File: src/core/timer_defs.svh
// constants for the paired timer control block: register map, field positions, reset values.
// assumes a word-addressed avalon-mm slave with 32-bit data, registers in the low 16 bits.
`ifndef TIMER_DEFS_SVH
`define TIMER_DEFS_SVH

// register word indices (byte address is four times the index)
`define REG_CONTROL 2'h0
`define REG_COUNT_LO 2'h1
`define REG_COUNT_HI 2'h2
`define REG_STATUS 2'h3

// control register field positions
`define CTL_RUN_BIT 15
`define CTL_IDLE_HALT_BIT 13
`define CTL_GATE_BIT 6
`define CTL_PS_HI_BIT 5
`define CTL_PS_LO_BIT 4
`define CTL_WIDE_BIT 3
`define CTL_SRC_BIT 1

// implemented bits of the control register; all others read as zero
`define CTL_WRITE_MASK 16'hA07A
`define CTL_RESET 16'h0000
`define COUNT_RESET 32'h0000_0000

// status register field positions
`define STS_ACTIVE_BIT 0
`define STS_IDLE_BIT 1
`define STS_GATE_BIT 2
`define STS_PIN_BIT 3

// prescaler terminal counts (divisor minus one)
`define PS_TERM_1 8'h00
`define PS_TERM_8 8'h07
`define PS_TERM_64 8'h3F
`define PS_TERM_256 8'hFF

`endif

File: src/core/timer_pkg.sv
// types shared by the paired timer control block and its prescaler.
// assumes timer_defs.svh is on the include path.
`include "timer_defs.svh"

package timer_pkg;
	typedef logic [15:0] ctrl_word_t;
	typedef logic [1:0] ps_code_t;
	typedef logic [7:0] ps_count_t;

	// avalon handshake states
	typedef enum logic {BUS_WAIT, BUS_ACK} bus_state_e;

	// terminal count of the prescaler for a given select code
	function automatic ps_count_t ps_terminal(input ps_code_t code);
		case (code)
			2'h3: ps_terminal = `PS_TERM_256;
			2'h2: ps_terminal = `PS_TERM_64;
			2'h1: ps_terminal = `PS_TERM_8;
			default: ps_terminal = `PS_TERM_1;
		endcase
	endfunction : ps_terminal
endpackage : timer_pkg

File: src/core/tick_if.sv
// carrier between the timer control and its prescaler.
// assumes both ends run on the same clock.
`timescale 1ns/100ps

interface tick_if;
	import timer_pkg::*;
	logic tick;
	logic clear;
	ps_code_t scale;
	logic inc;

	modport ctrl (output tick, output clear, output scale, input inc);
	modport pre (input tick, input clear, input scale, output inc);
endinterface : tick_if

File: src/core/tick_prescaler.sv
// input clock prescaler: passes one of every 1, 8, 64 or 256 qualified ticks.
// assumes tick is a one-cycle qualified pulse from the same clock domain.
`timescale 1ns/100ps

module tick_prescaler (
	input wire logic clk_in,
	input wire logic reset_in,
	tick_if.pre bus
);
	import timer_pkg::*;

	ps_count_t count_reg;
	logic inc_reg;

	// divide the tick stream; clear restarts the division
	always_ff @(posedge clk_in) begin
		if (reset_in || bus.clear) begin
			count_reg <= 8'h00;
		end else if (bus.tick) begin
			if (count_reg >= ps_terminal(bus.scale)) begin
				count_reg <= 8'h00;
			end else begin
				count_reg <= count_reg + 8'h01;
			end
		end
	end

	// one increment pulse per completed division
	always_ff @(posedge clk_in) begin
		if (reset_in || bus.clear) begin
			inc_reg <= 1'b0;
		end else begin
			inc_reg <= bus.tick && (count_reg >= ps_terminal(bus.scale));
		end
	end

	assign bus.inc = inc_reg;
endmodule : tick_prescaler

File: src/core/paired_timer_control.sv
// paired timer control: control register, tick selection, gating, idle halt and the counter.
// assumes an avalon-mm master on CLK_IN; count pin and gate come from outside and are synchronised here.
// Summary of operation
// - run bit starts, clear stops the counter
// - wide mode joins halves into 32-bit counter
// - prescale code selects 1:1, 1:8, 1:64, 1:256
// - gate bit counts only while gate active, internal clock source only
// - source bit picks pin edges or internal clock
//
// Decided for this implementation: the register offsets and the Avalon-MM interface to the registers.
`timescale 1ns/100ps

module paired_timer_control (
	input wire logic CLK_IN,
	input wire logic RESET_IN,
	input wire logic [1:0] ADDRESS_IN,
	input wire logic READ_IN,
	input wire logic WRITE_IN,
	input wire logic [31:0] WRITEDATA_IN,
	input wire logic [3:0] BYTEENABLE_IN,
	output logic [31:0] READDATA_OUT,
	output logic WAITREQUEST_OUT,
	input wire logic EXT_COUNT_PIN_IN,
	input wire logic GATE_IN,
	input wire logic IDLE_IN,
	output logic [31:0] COUNT_OUT,
	output logic RUNNING_OUT
);
	import timer_pkg::*;

	tick_if tk ();

	bus_state_e bus_state_reg;
	bus_state_e bus_state_next;
	logic waitrequest_reg;
	logic [31:0] readdata_reg;
	ctrl_word_t ctrl_reg;
	logic [31:0] count_reg;
	logic running_reg;
	logic [2:0] pin_sync_reg;
	logic [1:0] gate_sync_reg;
	logic wr_take;
	logic rd_take;
	logic run_bit;
	logic wide_bit;
	logic gate_bit;
	logic src_bit;
	logic idle_halt_bit;
	logic halted;
	logic active;
	logic pin_rise;
	logic qual_tick;
	logic ps_clear;
	ctrl_word_t ctrl_wdata;

	// merge the low 16 bits of write data under byte enables
	function automatic logic [15:0] merge16(input logic [15:0] old_val, input logic [31:0] wdata,
		input logic [3:0] be);
		logic [15:0] res;
		res = old_val;
		if (be[0]) begin
			res[7:0] = wdata[7:0];
		end
		if (be[1]) begin
			res[15:8] = wdata[15:8];
		end
		return res;
	endfunction : merge16

	// control fields
	assign run_bit = ctrl_reg[`CTL_RUN_BIT];
	assign idle_halt_bit = ctrl_reg[`CTL_IDLE_HALT_BIT];
	assign gate_bit = ctrl_reg[`CTL_GATE_BIT];
	assign wide_bit = ctrl_reg[`CTL_WIDE_BIT];
	assign src_bit = ctrl_reg[`CTL_SRC_BIT];

	// bus handshake: a write is taken in the cycle the slave drops waitrequest, a read in the wait cycle before it
	assign wr_take = WRITE_IN && (bus_state_reg == BUS_ACK);
	assign rd_take = READ_IN && (bus_state_reg == BUS_WAIT);

	// handshake state: one wait cycle, one acknowledge cycle
	always_comb begin
		bus_state_next = BUS_WAIT;
		case (bus_state_reg)
			BUS_WAIT: begin
				if (READ_IN || WRITE_IN) begin
					bus_state_next = BUS_ACK;
				end
			end
			BUS_ACK: bus_state_next = BUS_WAIT;
			default: bus_state_next = BUS_WAIT;
		endcase
	end

	// handshake state register
	always_ff @(posedge CLK_IN) begin
		if (RESET_IN) begin
			bus_state_reg <= BUS_WAIT;
		end else begin
			bus_state_reg <= bus_state_next;
		end
	end

	// waitrequest is low only in the acknowledge cycle
	always_ff @(posedge CLK_IN) begin
		if (RESET_IN) begin
			waitrequest_reg <= 1'b1;
		end else begin
			waitrequest_reg <= (bus_state_next != BUS_ACK);
		end
	end

	// read data is captured one cycle ahead so it stands during the acknowledge cycle
	always_ff @(posedge CLK_IN) begin
		if (RESET_IN) begin
			readdata_reg <= 32'h0000_0000;
		end else if (rd_take) begin
			case (ADDRESS_IN)
				`REG_CONTROL: readdata_reg <= {16'h0000, ctrl_reg & `CTL_WRITE_MASK};
				`REG_COUNT_LO: readdata_reg <= {16'h0000, count_reg[15:0]};
				`REG_COUNT_HI: readdata_reg <= {16'h0000, count_reg[31:16]};
				`REG_STATUS: readdata_reg <= {28'h0000000, pin_sync_reg[1], gate_sync_reg[1], halted, running_reg};
				default: readdata_reg <= 32'h0000_0000;
			endcase
		end
	end

	// control register; unimplemented bits stay zero
	assign ctrl_wdata = merge16(ctrl_reg, WRITEDATA_IN, BYTEENABLE_IN) & `CTL_WRITE_MASK;

	always_ff @(posedge CLK_IN) begin
		if (RESET_IN) begin
			ctrl_reg <= `CTL_RESET;
		end else if (wr_take && (ADDRESS_IN == `REG_CONTROL)) begin
			ctrl_reg <= ctrl_wdata;
		end
	end

	// two-stage synchroniser for the count pin plus one stage for edge detection
	// only the second stage feeds logic; the third just remembers the previous level
	always_ff @(posedge CLK_IN) begin
		if (RESET_IN) begin
			pin_sync_reg <= 3'h0;
		end else begin
			pin_sync_reg <= {pin_sync_reg[1:0], EXT_COUNT_PIN_IN};
		end
	end

	// two-stage synchroniser for the gate input
	always_ff @(posedge CLK_IN) begin
		if (RESET_IN) begin
			gate_sync_reg <= 2'h0;
		end else begin
			gate_sync_reg <= {gate_sync_reg[0], GATE_IN};
		end
	end

	// rising edge seen on the synchronised pin
	assign pin_rise = pin_sync_reg[1] && !pin_sync_reg[2];

	// idle comes from logic on this clock, so it is used without synchronising
	// idle handling: with the halt bit clear the timer ignores idle
	assign halted = idle_halt_bit && IDLE_IN;
	assign active = run_bit && !halted;

	// tick source: pin edges, gated peripheral clock or every peripheral clock
	always_comb begin
		if (src_bit) begin
			qual_tick = active && pin_rise; // gate ignored here
		end else if (gate_bit) begin
			qual_tick = active && gate_sync_reg[1];
		end else begin
			qual_tick = active;
		end
	end

	// prescaler restarts when stopped or when control is rewritten
	assign ps_clear = !run_bit || (wr_take && (ADDRESS_IN == `REG_CONTROL));

	assign tk.tick = qual_tick;
	assign tk.clear = ps_clear;
	assign tk.scale = ctrl_reg[`CTL_PS_HI_BIT:`CTL_PS_LO_BIT];

	tick_prescaler u_prescaler (
		.clk_in(CLK_IN),
		.reset_in(RESET_IN),
		.bus(tk.pre)
	);

	// counter: software load wins over an increment in the same cycle
	// in single mode the upper half belongs to the partner timer and holds
	always_ff @(posedge CLK_IN) begin
		if (RESET_IN) begin
			count_reg <= `COUNT_RESET;
		end else if (wr_take && (ADDRESS_IN == `REG_COUNT_LO)) begin
			count_reg[15:0] <= merge16(count_reg[15:0], WRITEDATA_IN, BYTEENABLE_IN);
		end else if (wr_take && (ADDRESS_IN == `REG_COUNT_HI)) begin
			count_reg[31:16] <= merge16(count_reg[31:16], WRITEDATA_IN, BYTEENABLE_IN);
		end else if (tk.inc && active) begin
			if (wide_bit) begin
				count_reg <= count_reg + 32'h0000_0001;
			end else begin
				count_reg[15:0] <= count_reg[15:0] + 16'h0001; // upper half untouched
			end
		end
	end

	// running status
	always_ff @(posedge CLK_IN) begin
		if (RESET_IN) begin
			running_reg <= 1'b0;
		end else begin
			running_reg <= active;
		end
	end

	assign READDATA_OUT = readdata_reg;
	assign WAITREQUEST_OUT = waitrequest_reg;
	assign COUNT_OUT = count_reg;
	assign RUNNING_OUT = running_reg;
endmodule : paired_timer_control

File: config.mk
export PLATFORM = sky130hd
export DESIGN_NAME = paired_timer_control
export DESIGN_NICKNAME = d
export VERILOG_FILES = /design/src/core/timer_pkg.sv /design/src/core/tick_if.sv /design/src/core/tick_prescaler.sv /design/src/core/paired_timer_control.sv
export VERILOG_INCLUDE_DIRS = /design/src /design/src/core
export SDC_FILE = /design/constraint.sdc
export NUM_CORES = 1
export LEC_CHECK = 0
export ABC_AREA = 0
export BUFFER_PORTS_ARGS = -buffer_cell sky130_fd_sc_hd__buf_2
export CAP_MARGIN = 20
export CELL_PAD_IN_SITES_DETAIL_PLACEMENT = 0
export CELL_PAD_IN_SITES_GLOBAL_PLACEMENT = 1
export CORE_MARGIN = 3
export CORE_UTILIZATION = 41
export CTS_CLUSTER_DIAMETER = 30
export DETAILED_ROUTE_END_ITERATION = 8
export PLACE_DENSITY = 0.91
export SLEW_MARGIN = 20
export SYNTH_ARGS = -nofsm -noshare
export SYNTH_HDL_FRONTEND = slang
export SYNTH_SLANG_ARGS = --single-unit
File: constraint.sdc
create_clock -name CLK_IN -period 2.7 [get_ports CLK_IN]
set_input_delay 0 -clock CLK_IN [delete_from_list [all_inputs] [get_ports CLK_IN]]
set_output_delay 0 -clock CLK_IN [all_outputs]
set_load 0.005 [all_outputs]
==> results of run 1 <==
layer usage:
metal / global-route usage, % / vias to the layer above / share of wire [%]
li1: - / 2051 / -
met4: 6.66 / 0 / 1.7
met2: 34.4 / 222 / 43
met1: 32.5 / 2021 / 44
met5: 0 / - / 0
met3: 4.68 / 22 / 11
cell usage after synthesis, types with 3 or more instances:
cell       instances  area, sq um
dfxtp_1           72         1440
nand2_1           60          225
nor2_1            54          203
a21oi_1           40          200
clkbuf_1          27          101
o21ai_0           26          130
a211oi_1          21          158
buf_4             17          128
nand3_1           17         85.1
nand4_1           17          106
and3_1            10         62.6
mux2i_1           10          100
nor2b_1           10         62.6
a22oi_1            9         67.6
ha_1               8          100
nor3_1             8         40.0
o31ai_1            8         60.1
a21o_1             6         45.0
a22o_1             6         52.6
a32o_1             6         60.1
a31oi_1            5         31.3
and2_1             5         31.3
inv_1              5         18.8
xor2_1             5         43.8
and4_1             4         35.0
nor4_1             4         25.0
o22ai_1            4         25.0
nand2b_1           3         18.8
nor3b_1            3         22.5
o2bb2ai_1          3         26.3
critical path, cell delays in order (launching register included):
cell,delay (ps)
dfxtp_1,380
a21bo_2,270
or3b_1,530
o21ai_1,470
o21ai_0,180
a32o_1,290
repair_timing:
| item | 4_1_cts | 5_1_grt |
|---|---|---|
| buffers inserted | 0 | 0 |
| hold endpoints to repair | 20 | 0 |
| hold buffers | 20 | 0 |
through the flow:
stage               hold WS [ps]  total power, mW  utilization (%)  instances  instance area (sq um)
finish                      29.6             2.29             52.4        736                   4980
global route                20.0             2.37             52.4        736                   4980
floorplan                    128             1.24                -        532                   4180
global placement             214             1.30             47.9        700                   4550
CTS                         9.70             2.30             52.4        736                   4980
detailed placement           224             1.30             47.9        700                   4550
cell families after synthesis:
family          Yosys count
compound gates          155
xor+xnor                  7
fa+ha+maj                 8
buf+inv                  54
flops                    72
mux                      14
other cells               1
simple gates            206
layout make-up:
cell class | count | area (sq um)
Inverter | 5 | 18.8
Fill cell | 950 | 4520
Sequential cell | 72 | 1440
Clock inverter | 6 | 92.6
Timing Repair Buffer | 108 | 671
Multi-Input combinational cell | 406 | 2460
Tap cell | 129 | 161
Clock buffer | 10 | 138
layout by cell type (no fill, tap or decap), types with 8 or more instances in the layout:
cell,Yosys,layout
nor2b_1,10,9
a22oi_1,9,9
o31ai_1,8,8
nand3_1,17,17
dlygate4sd3_1,0,20
mux2i_1,10,10
nand4_1,17,17
dfxtp_1,72,72
a211oi_1,21,21
o21ai_0,26,26
buf_4,17,12
ha_1,8,8
a21oi_1,40,40
clkbuf_8,0,10
and3_1,10,10
nor3_1,8,8
buf_2,2,76
nor2_1,54,54
nand2_1,60,60
conb_1,1,16
power by group through the flow:
stage	clock network (mW)	logic (mW)	registers, mW
floorplan	0	0.115	1.12
global placement	0	0.171	1.13
detailed placement	0	0.175	1.13
CTS	1.00	0.196	1.10
global route	1.04	0.219	1.11
finish	0.988	0.199	1.10
worst min-delay path by stage:
stage / slack (ps) / cells past startpoint / endpoint
final: 30 / 4 / ctrl_reg[15]$_SDFFE_PP0P_
after global routing: 20 / 3 / RUNNING_OUT$_SDFF_PP0_
after CTS: 10 / 3 / ctrl_reg[3]$_SDFFE_PP0P_
after detailed placement: 220 / 2 / pin_sync_reg[0]$_SDFF_PP0_
after global placement: 210 / 2 / gate_sync_reg[0]$_SDFF_PP0_
after floorplan: 130 / 1 / gate_sync_reg[0]$_SDFF_PP0_
==> results.sh, run 1 <==
export IMPL_holdCritStartpoint="BYTEENABLE_IN[1]"
export IMPL_initial_core_util_pct=43.4
export IMPL_cts_root_buf="clkbuf_8"
export IMPL_hold_viol=0
export IMPL_dp_slack_ps=521
export IMPL_drt_antenna_violating_nets=0
export IMPL_largest_reg_flops=32
export IMPL_drv_slew=0
export IMPL_synthAdderAreaFrac_pct=2.43
export IMPL_cp_end_kind="flip-flop"
export IMPL_hpwl_mm=9.45
export IMPL_vias=4316
export IMPL_detail_route_wl_per_cell_um=17.4
export IMPL_clk_latency_ps=360
export IMPL_ys_ff_latch=72
export IMPL_io_pins=111
export IMPL_post_route_period_util_pct=82.5
export IMPL_drt_iter0_markers=371
export IMPL_netlist_instances=517
export IMPL_drt_total_wl_mm=12.8
export IMPL_combPwrFrac_pct=8.7
export IMPL_synth_area_mux_share_pct=4.07
export IMPL_clockBufferDepth=2
export IMPL_max_slew_margin_pct=34.8
export IMPL_drive_above_1_share_pct=19.4
export IMPL_grt_pass1_vias=3965
export IMPL_worst_path_max_fanout=8
export IMPL_p_per_area_nw_per_um2=459
export IMPL_grt_usage_pct=22.7
export IMPL_die_h_um=106
export IMPL_antenna_cells=0
export IMPL_leakagePower_nw=1.93
export IMPL_synthArstFlopShare_pct=0
export IMPL_p_sw_share_pct=25.0
export IMPL_fmax_mhz=449
export IMPL_grt_pass1_wl_mm=20.4
export IMPL_grt_ovfl_total=0
export IMPL_rsz0062_at_grt="no"
export IMPL_clock_power_share_pct=43.2
export IMPL_gp_congestion=0.924
export IMPL_worstSetupStartpoint="ctrl_reg[15]$_SDFFE_PP0P_"
export IMPL_yosysWarnings=0
export IMPL_drt_pass1_iterations=5
export IMPL_hp_class="input port to flip-flop"
export IMPL_synth_simple_gate_area_share_pct=24.4
export IMPL_drc_errors=0
export IMPL_synth_compound_area_share_pct=25.8
export IMPL_vias_per_cell=5.86
export IMPL_pwr_share_seq_pct=48.1
export IMPL_synth_cell_types=62
export IMPL_clock_sinks=72
export IMPL_netlist_area_sq_um=4120
export IMPL_power_switching_uw=571
export IMPL_status="finished clean"
export IMPL_core_area_sq_um=9500
export IMPL_synth_top_family_by_area="compound AO/OA/AOI/OAI gates"
export IMPL_antenna_found_initial=0
export IMPL_critPathArrivalTime_ps=2480
export IMPL_areaGrowthSynthToFinish_pct=21.0
export IMPL_avgSynthCellArea_sq_um=7.97
export IMPL_r2r_end="COUNT_OUT[18]$_SDFFE_PP0P_"
export IMPL_cp_start_kind="flip-flop"
export IMPL_clk_pin_slew_ps=90
export IMPL_synth_edf_count=0
export IMPL_grt_max_degree=31
export IMPL_setup_viol=0
export IMPL_io_buffers=76
export IMPL_nNetsFinal=655
export IMPL_ff2ff_setup_slack_ps=470
export IMPL_path_class="flip-flop to flip-flop"
export IMPL_maxCapViolations=0
export IMPL_crit_path_end="COUNT_OUT[18]$_SDFFE_PP0P_"
export IMPL_max_vdd_ir_drop_v=0.000300
export IMPL_setup_ws_ps=472
export IMPL_cts_buffers_inserted=9
export IMPL_worstPathRequired_ps=2950
export IMPL_die_area_sq_um=11300
export IMPL_worst_pin_slew_ps=973
export IMPL_ff2ff_path_depth=5
export IMPL_yosysSeqAreaShare_pct=35.0
export IMPL_tns_ps=0
export IMPL_synth_xor_area_share_pct=1.49
export IMPL_die_w_um=106
export IMPL_min_period_ps=2230
export IMPL_r2r_start="ctrl_reg[15]$_SDFFE_PP0P_"
export IMPL_cts_tree="yes"
export IMPL_cts_repair_resized=0
export IMPL_fin_skew_ps=14.0
export IMPL_cts_htree_levels=3
export IMPL_rows=35
export IMPL_power_internal_mw=1.72
export IMPL_synth_ff_type="dfxtp_1"
No activity file was read; power rests on OpenSTA's default activity.
==> inputs of run 2 (changes only) <==
- CORE_UTILIZATION: 41 -> 35
- PLACE_DENSITY: 0.91 -> 0.83
- clock period: 2.7 -> 1.9 ns (I/O delays scaled with it)
==> run 2 against run 1 <==
  * Power is 51% higher
  * Clock skew fell by 5.9 ps
  * Sequential share of layout area decreased by 2.7 points
  * Via count increased by 4.2%
==> results.sh, run 2 (synthesis results as in run 1) <==
export IMPL_drt_iter0_markers=470
export IMPL_n_fill_cell=1079
export IMPL_drt_pass1_iterations=5
export IMPL_leakagePower_nw=2.28
export IMPL_grt_ovfl_total=0
export IMPL_areaGrowthSynthToFinish_pct=33.7
export IMPL_whs_path_depth=3
export IMPL_grt_pass1_vias=4018
export IMPL_detail_route_wl_per_cell_um=17.3
export IMPL_max_vdd_ir_drop_v=0.000358
export IMPL_clock_sinks=72
export IMPL_hp_class="input port to flip-flop"
export IMPL_clk_latency_ps=340
export IMPL_drt_antenna_violating_nets=0
export IMPL_min_period_ps=1840
export IMPL_vias_per_cell=5.63
export IMPL_antenna_found_initial=0
export IMPL_io_pins=111
export IMPL_grtUsageMet3_pct=5.18
export IMPL_drive_above_1_share_pct=28.2
export IMPL_fin_skew_ps=8.10
export IMPL_status="finished clean"
export IMPL_largest_reg_flops=32
export IMPL_critPathArrivalTime_ps=2070
export IMPL_die_h_um=115
export IMPL_worstPathRequired_ps=2130
export IMPL_cp_start_kind="flip-flop"
export IMPL_clockBufferDepth=2
export IMPL_io_buffers=76
export IMPL_p_per_area_nw_per_um2=628
export IMPL_drv_slew=0
export IMPL_cts_htree_levels=3
export IMPL_ff2ff_path_depth=6
export IMPL_grt_usage_pct=21.1
export IMPL_ff2ff_setup_slack_ps=60
export IMPL_rows=38
export IMPL_nNetsFinal=709
export IMPL_core_area_sq_um=11200
export IMPL_fmax_mhz=544
export IMPL_use_met2_pct=30.0
export IMPL_clk_pin_slew_ps=60
export IMPL_maxCapViolations=0
export IMPL_grt_pass1_wl_mm=21.6
export IMPL_vias=4496
export IMPL_drc_errors=0
export IMPL_grt_max_degree=31
export IMPL_grt_busiest_layer="met1"
export IMPL_antenna_cells=0
export IMPL_r2r_end="COUNT_OUT[29]$_SDFFE_PP0P_"
export IMPL_worst_pin_slew_ps=491
export IMPL_max_slew_margin_pct=66.8
export IMPL_layout_commonest_cell="buf_2"
export IMPL_worstSetupStartpoint="ctrl_reg[15]$_SDFFE_PP0P_"
export IMPL_post_route_period_util_pct=96.8
export IMPL_rsz0062_at_grt="yes"
export IMPL_drt_total_wl_mm=13.8
export IMPL_initial_core_util_pct=36.9
export IMPL_hold_viol=0
export IMPL_path_class="flip-flop to flip-flop"
export IMPL_met1_usage_pct=30.7
export IMPL_setup_viol=0
export IMPL_die_w_um=115
export IMPL_gp_congestion=0.888
export IMPL_final_cell_mix="buf_2, dfxtp_1, buf_4"
export IMPL_cp_end_kind="flip-flop"
export IMPL_tns_ps=0
export IMPL_cts_root_buf="clkbuf_16"
export IMPL_r2r_start="ctrl_reg[15]$_SDFFE_PP0P_"
export IMPL_hpwl_mm=10.5
export IMPL_die_area_sq_um=13100
export IMPL_worst_path_max_fanout=8
export IMPL_cts_buffers_inserted=9
export IMPL_cts_tree="yes"
export IMPL_utilization_pct=49.3
export IMPL_crit_path_end="COUNT_OUT[29]$_SDFFE_PP0P_"
## run 2: changes by cell type in the layout (fill, tap and decap cells not counted), moves of 3 or more
cell / before / now
clkbuf_8: 10 / 3
dfxtp_1: 72 / 69
dlygate4sd3_1: 20 / 15
clkbuf_16: 0 / 9
buf_4: 12 / 68
## run 2: per-layer routing
metal | up-vias | routed length, um | part of all wire (%)
li1 | 2148 | - | -
met3 | 28 | 1430 | 10
met4 | 0 | 319 | 2.3
met2 | 228 | 6040 | 44
met5 | - | 0 | 0
met1 | 2092 | 6060 | 44
## run 2: critical path: stages, from the launching register on
cell and delay (ps):
dfxtp_2 320, a21bo_4 220, or3b_4 420, buf_6 150
o21a_4 220, a21o_1 150, a32o_1 240
## run 2: worst min-delay path by stage
stage,endpoint,from,slack (ps)
floorplan,gate_sync_reg[0]$_SDFF_PP0_,GATE_IN,130
global placement,gate_sync_reg[0]$_SDFF_PP0_,GATE_IN,220
detailed placement,gate_sync_reg[0]$_SDFF_PP0_,GATE_IN,220
CTS,bus_state_reg$_SDFF_PP0_,WRITE_IN,1
global route,ctrl_reg[5]$_SDFFE_PP0P_,BYTEENABLE_IN[0],30
finish,bus_state_reg$_SDFF_PP0_,WRITE_IN,20
## run 2: stage by stage
step	total power, mW	hold slack [ps]	cell area, sq um	setup WS, ps	cells
5_1_grt	3.60	28.5	5510	-10.0	799
3_5_place_dp	1.87	221	4980	-16.1	766
4_1_cts	3.49	1.20	5410	21.6	795
6_report	3.46	17.5	5510	61.4	799
3_3_place_gp	1.86	221	4980	41.8	766
2_1_floorplan	1.76	128	4180	69.1	532
## run 2: power by group
part / switching, mW / total [mW] / internal (mW) / leakage [nW]
Clock: 0.617 / 1.59 / 0.977 / 0.135
Sequential: 0.0204 / 1.56 / 1.54 / 0.586
Combinational: 0.176 / 0.304 / 0.128 / 1.55
Total: 0.813 / 3.46 / 2.65 / 2.28
## run 2: timing repair
item,4_1_cts,5_1_grt
setup endpoints to repair,9,27
hold buffers,15,0
pin swaps,0,5
setup buffers,0,4
endpoints found under the hold margin,16,0
resized for setup,3,16
## run 2: layout make-up
class                   count  area [sq um]  area share, %
repair buffers            162          1080           19.7
well taps                 140           175           3.18
inverters                   5          18.8          0.341
flip-flops and latches     72          1450           26.3
multi-input cells         406          2510           45.6
clock buffers              14           274           4.97
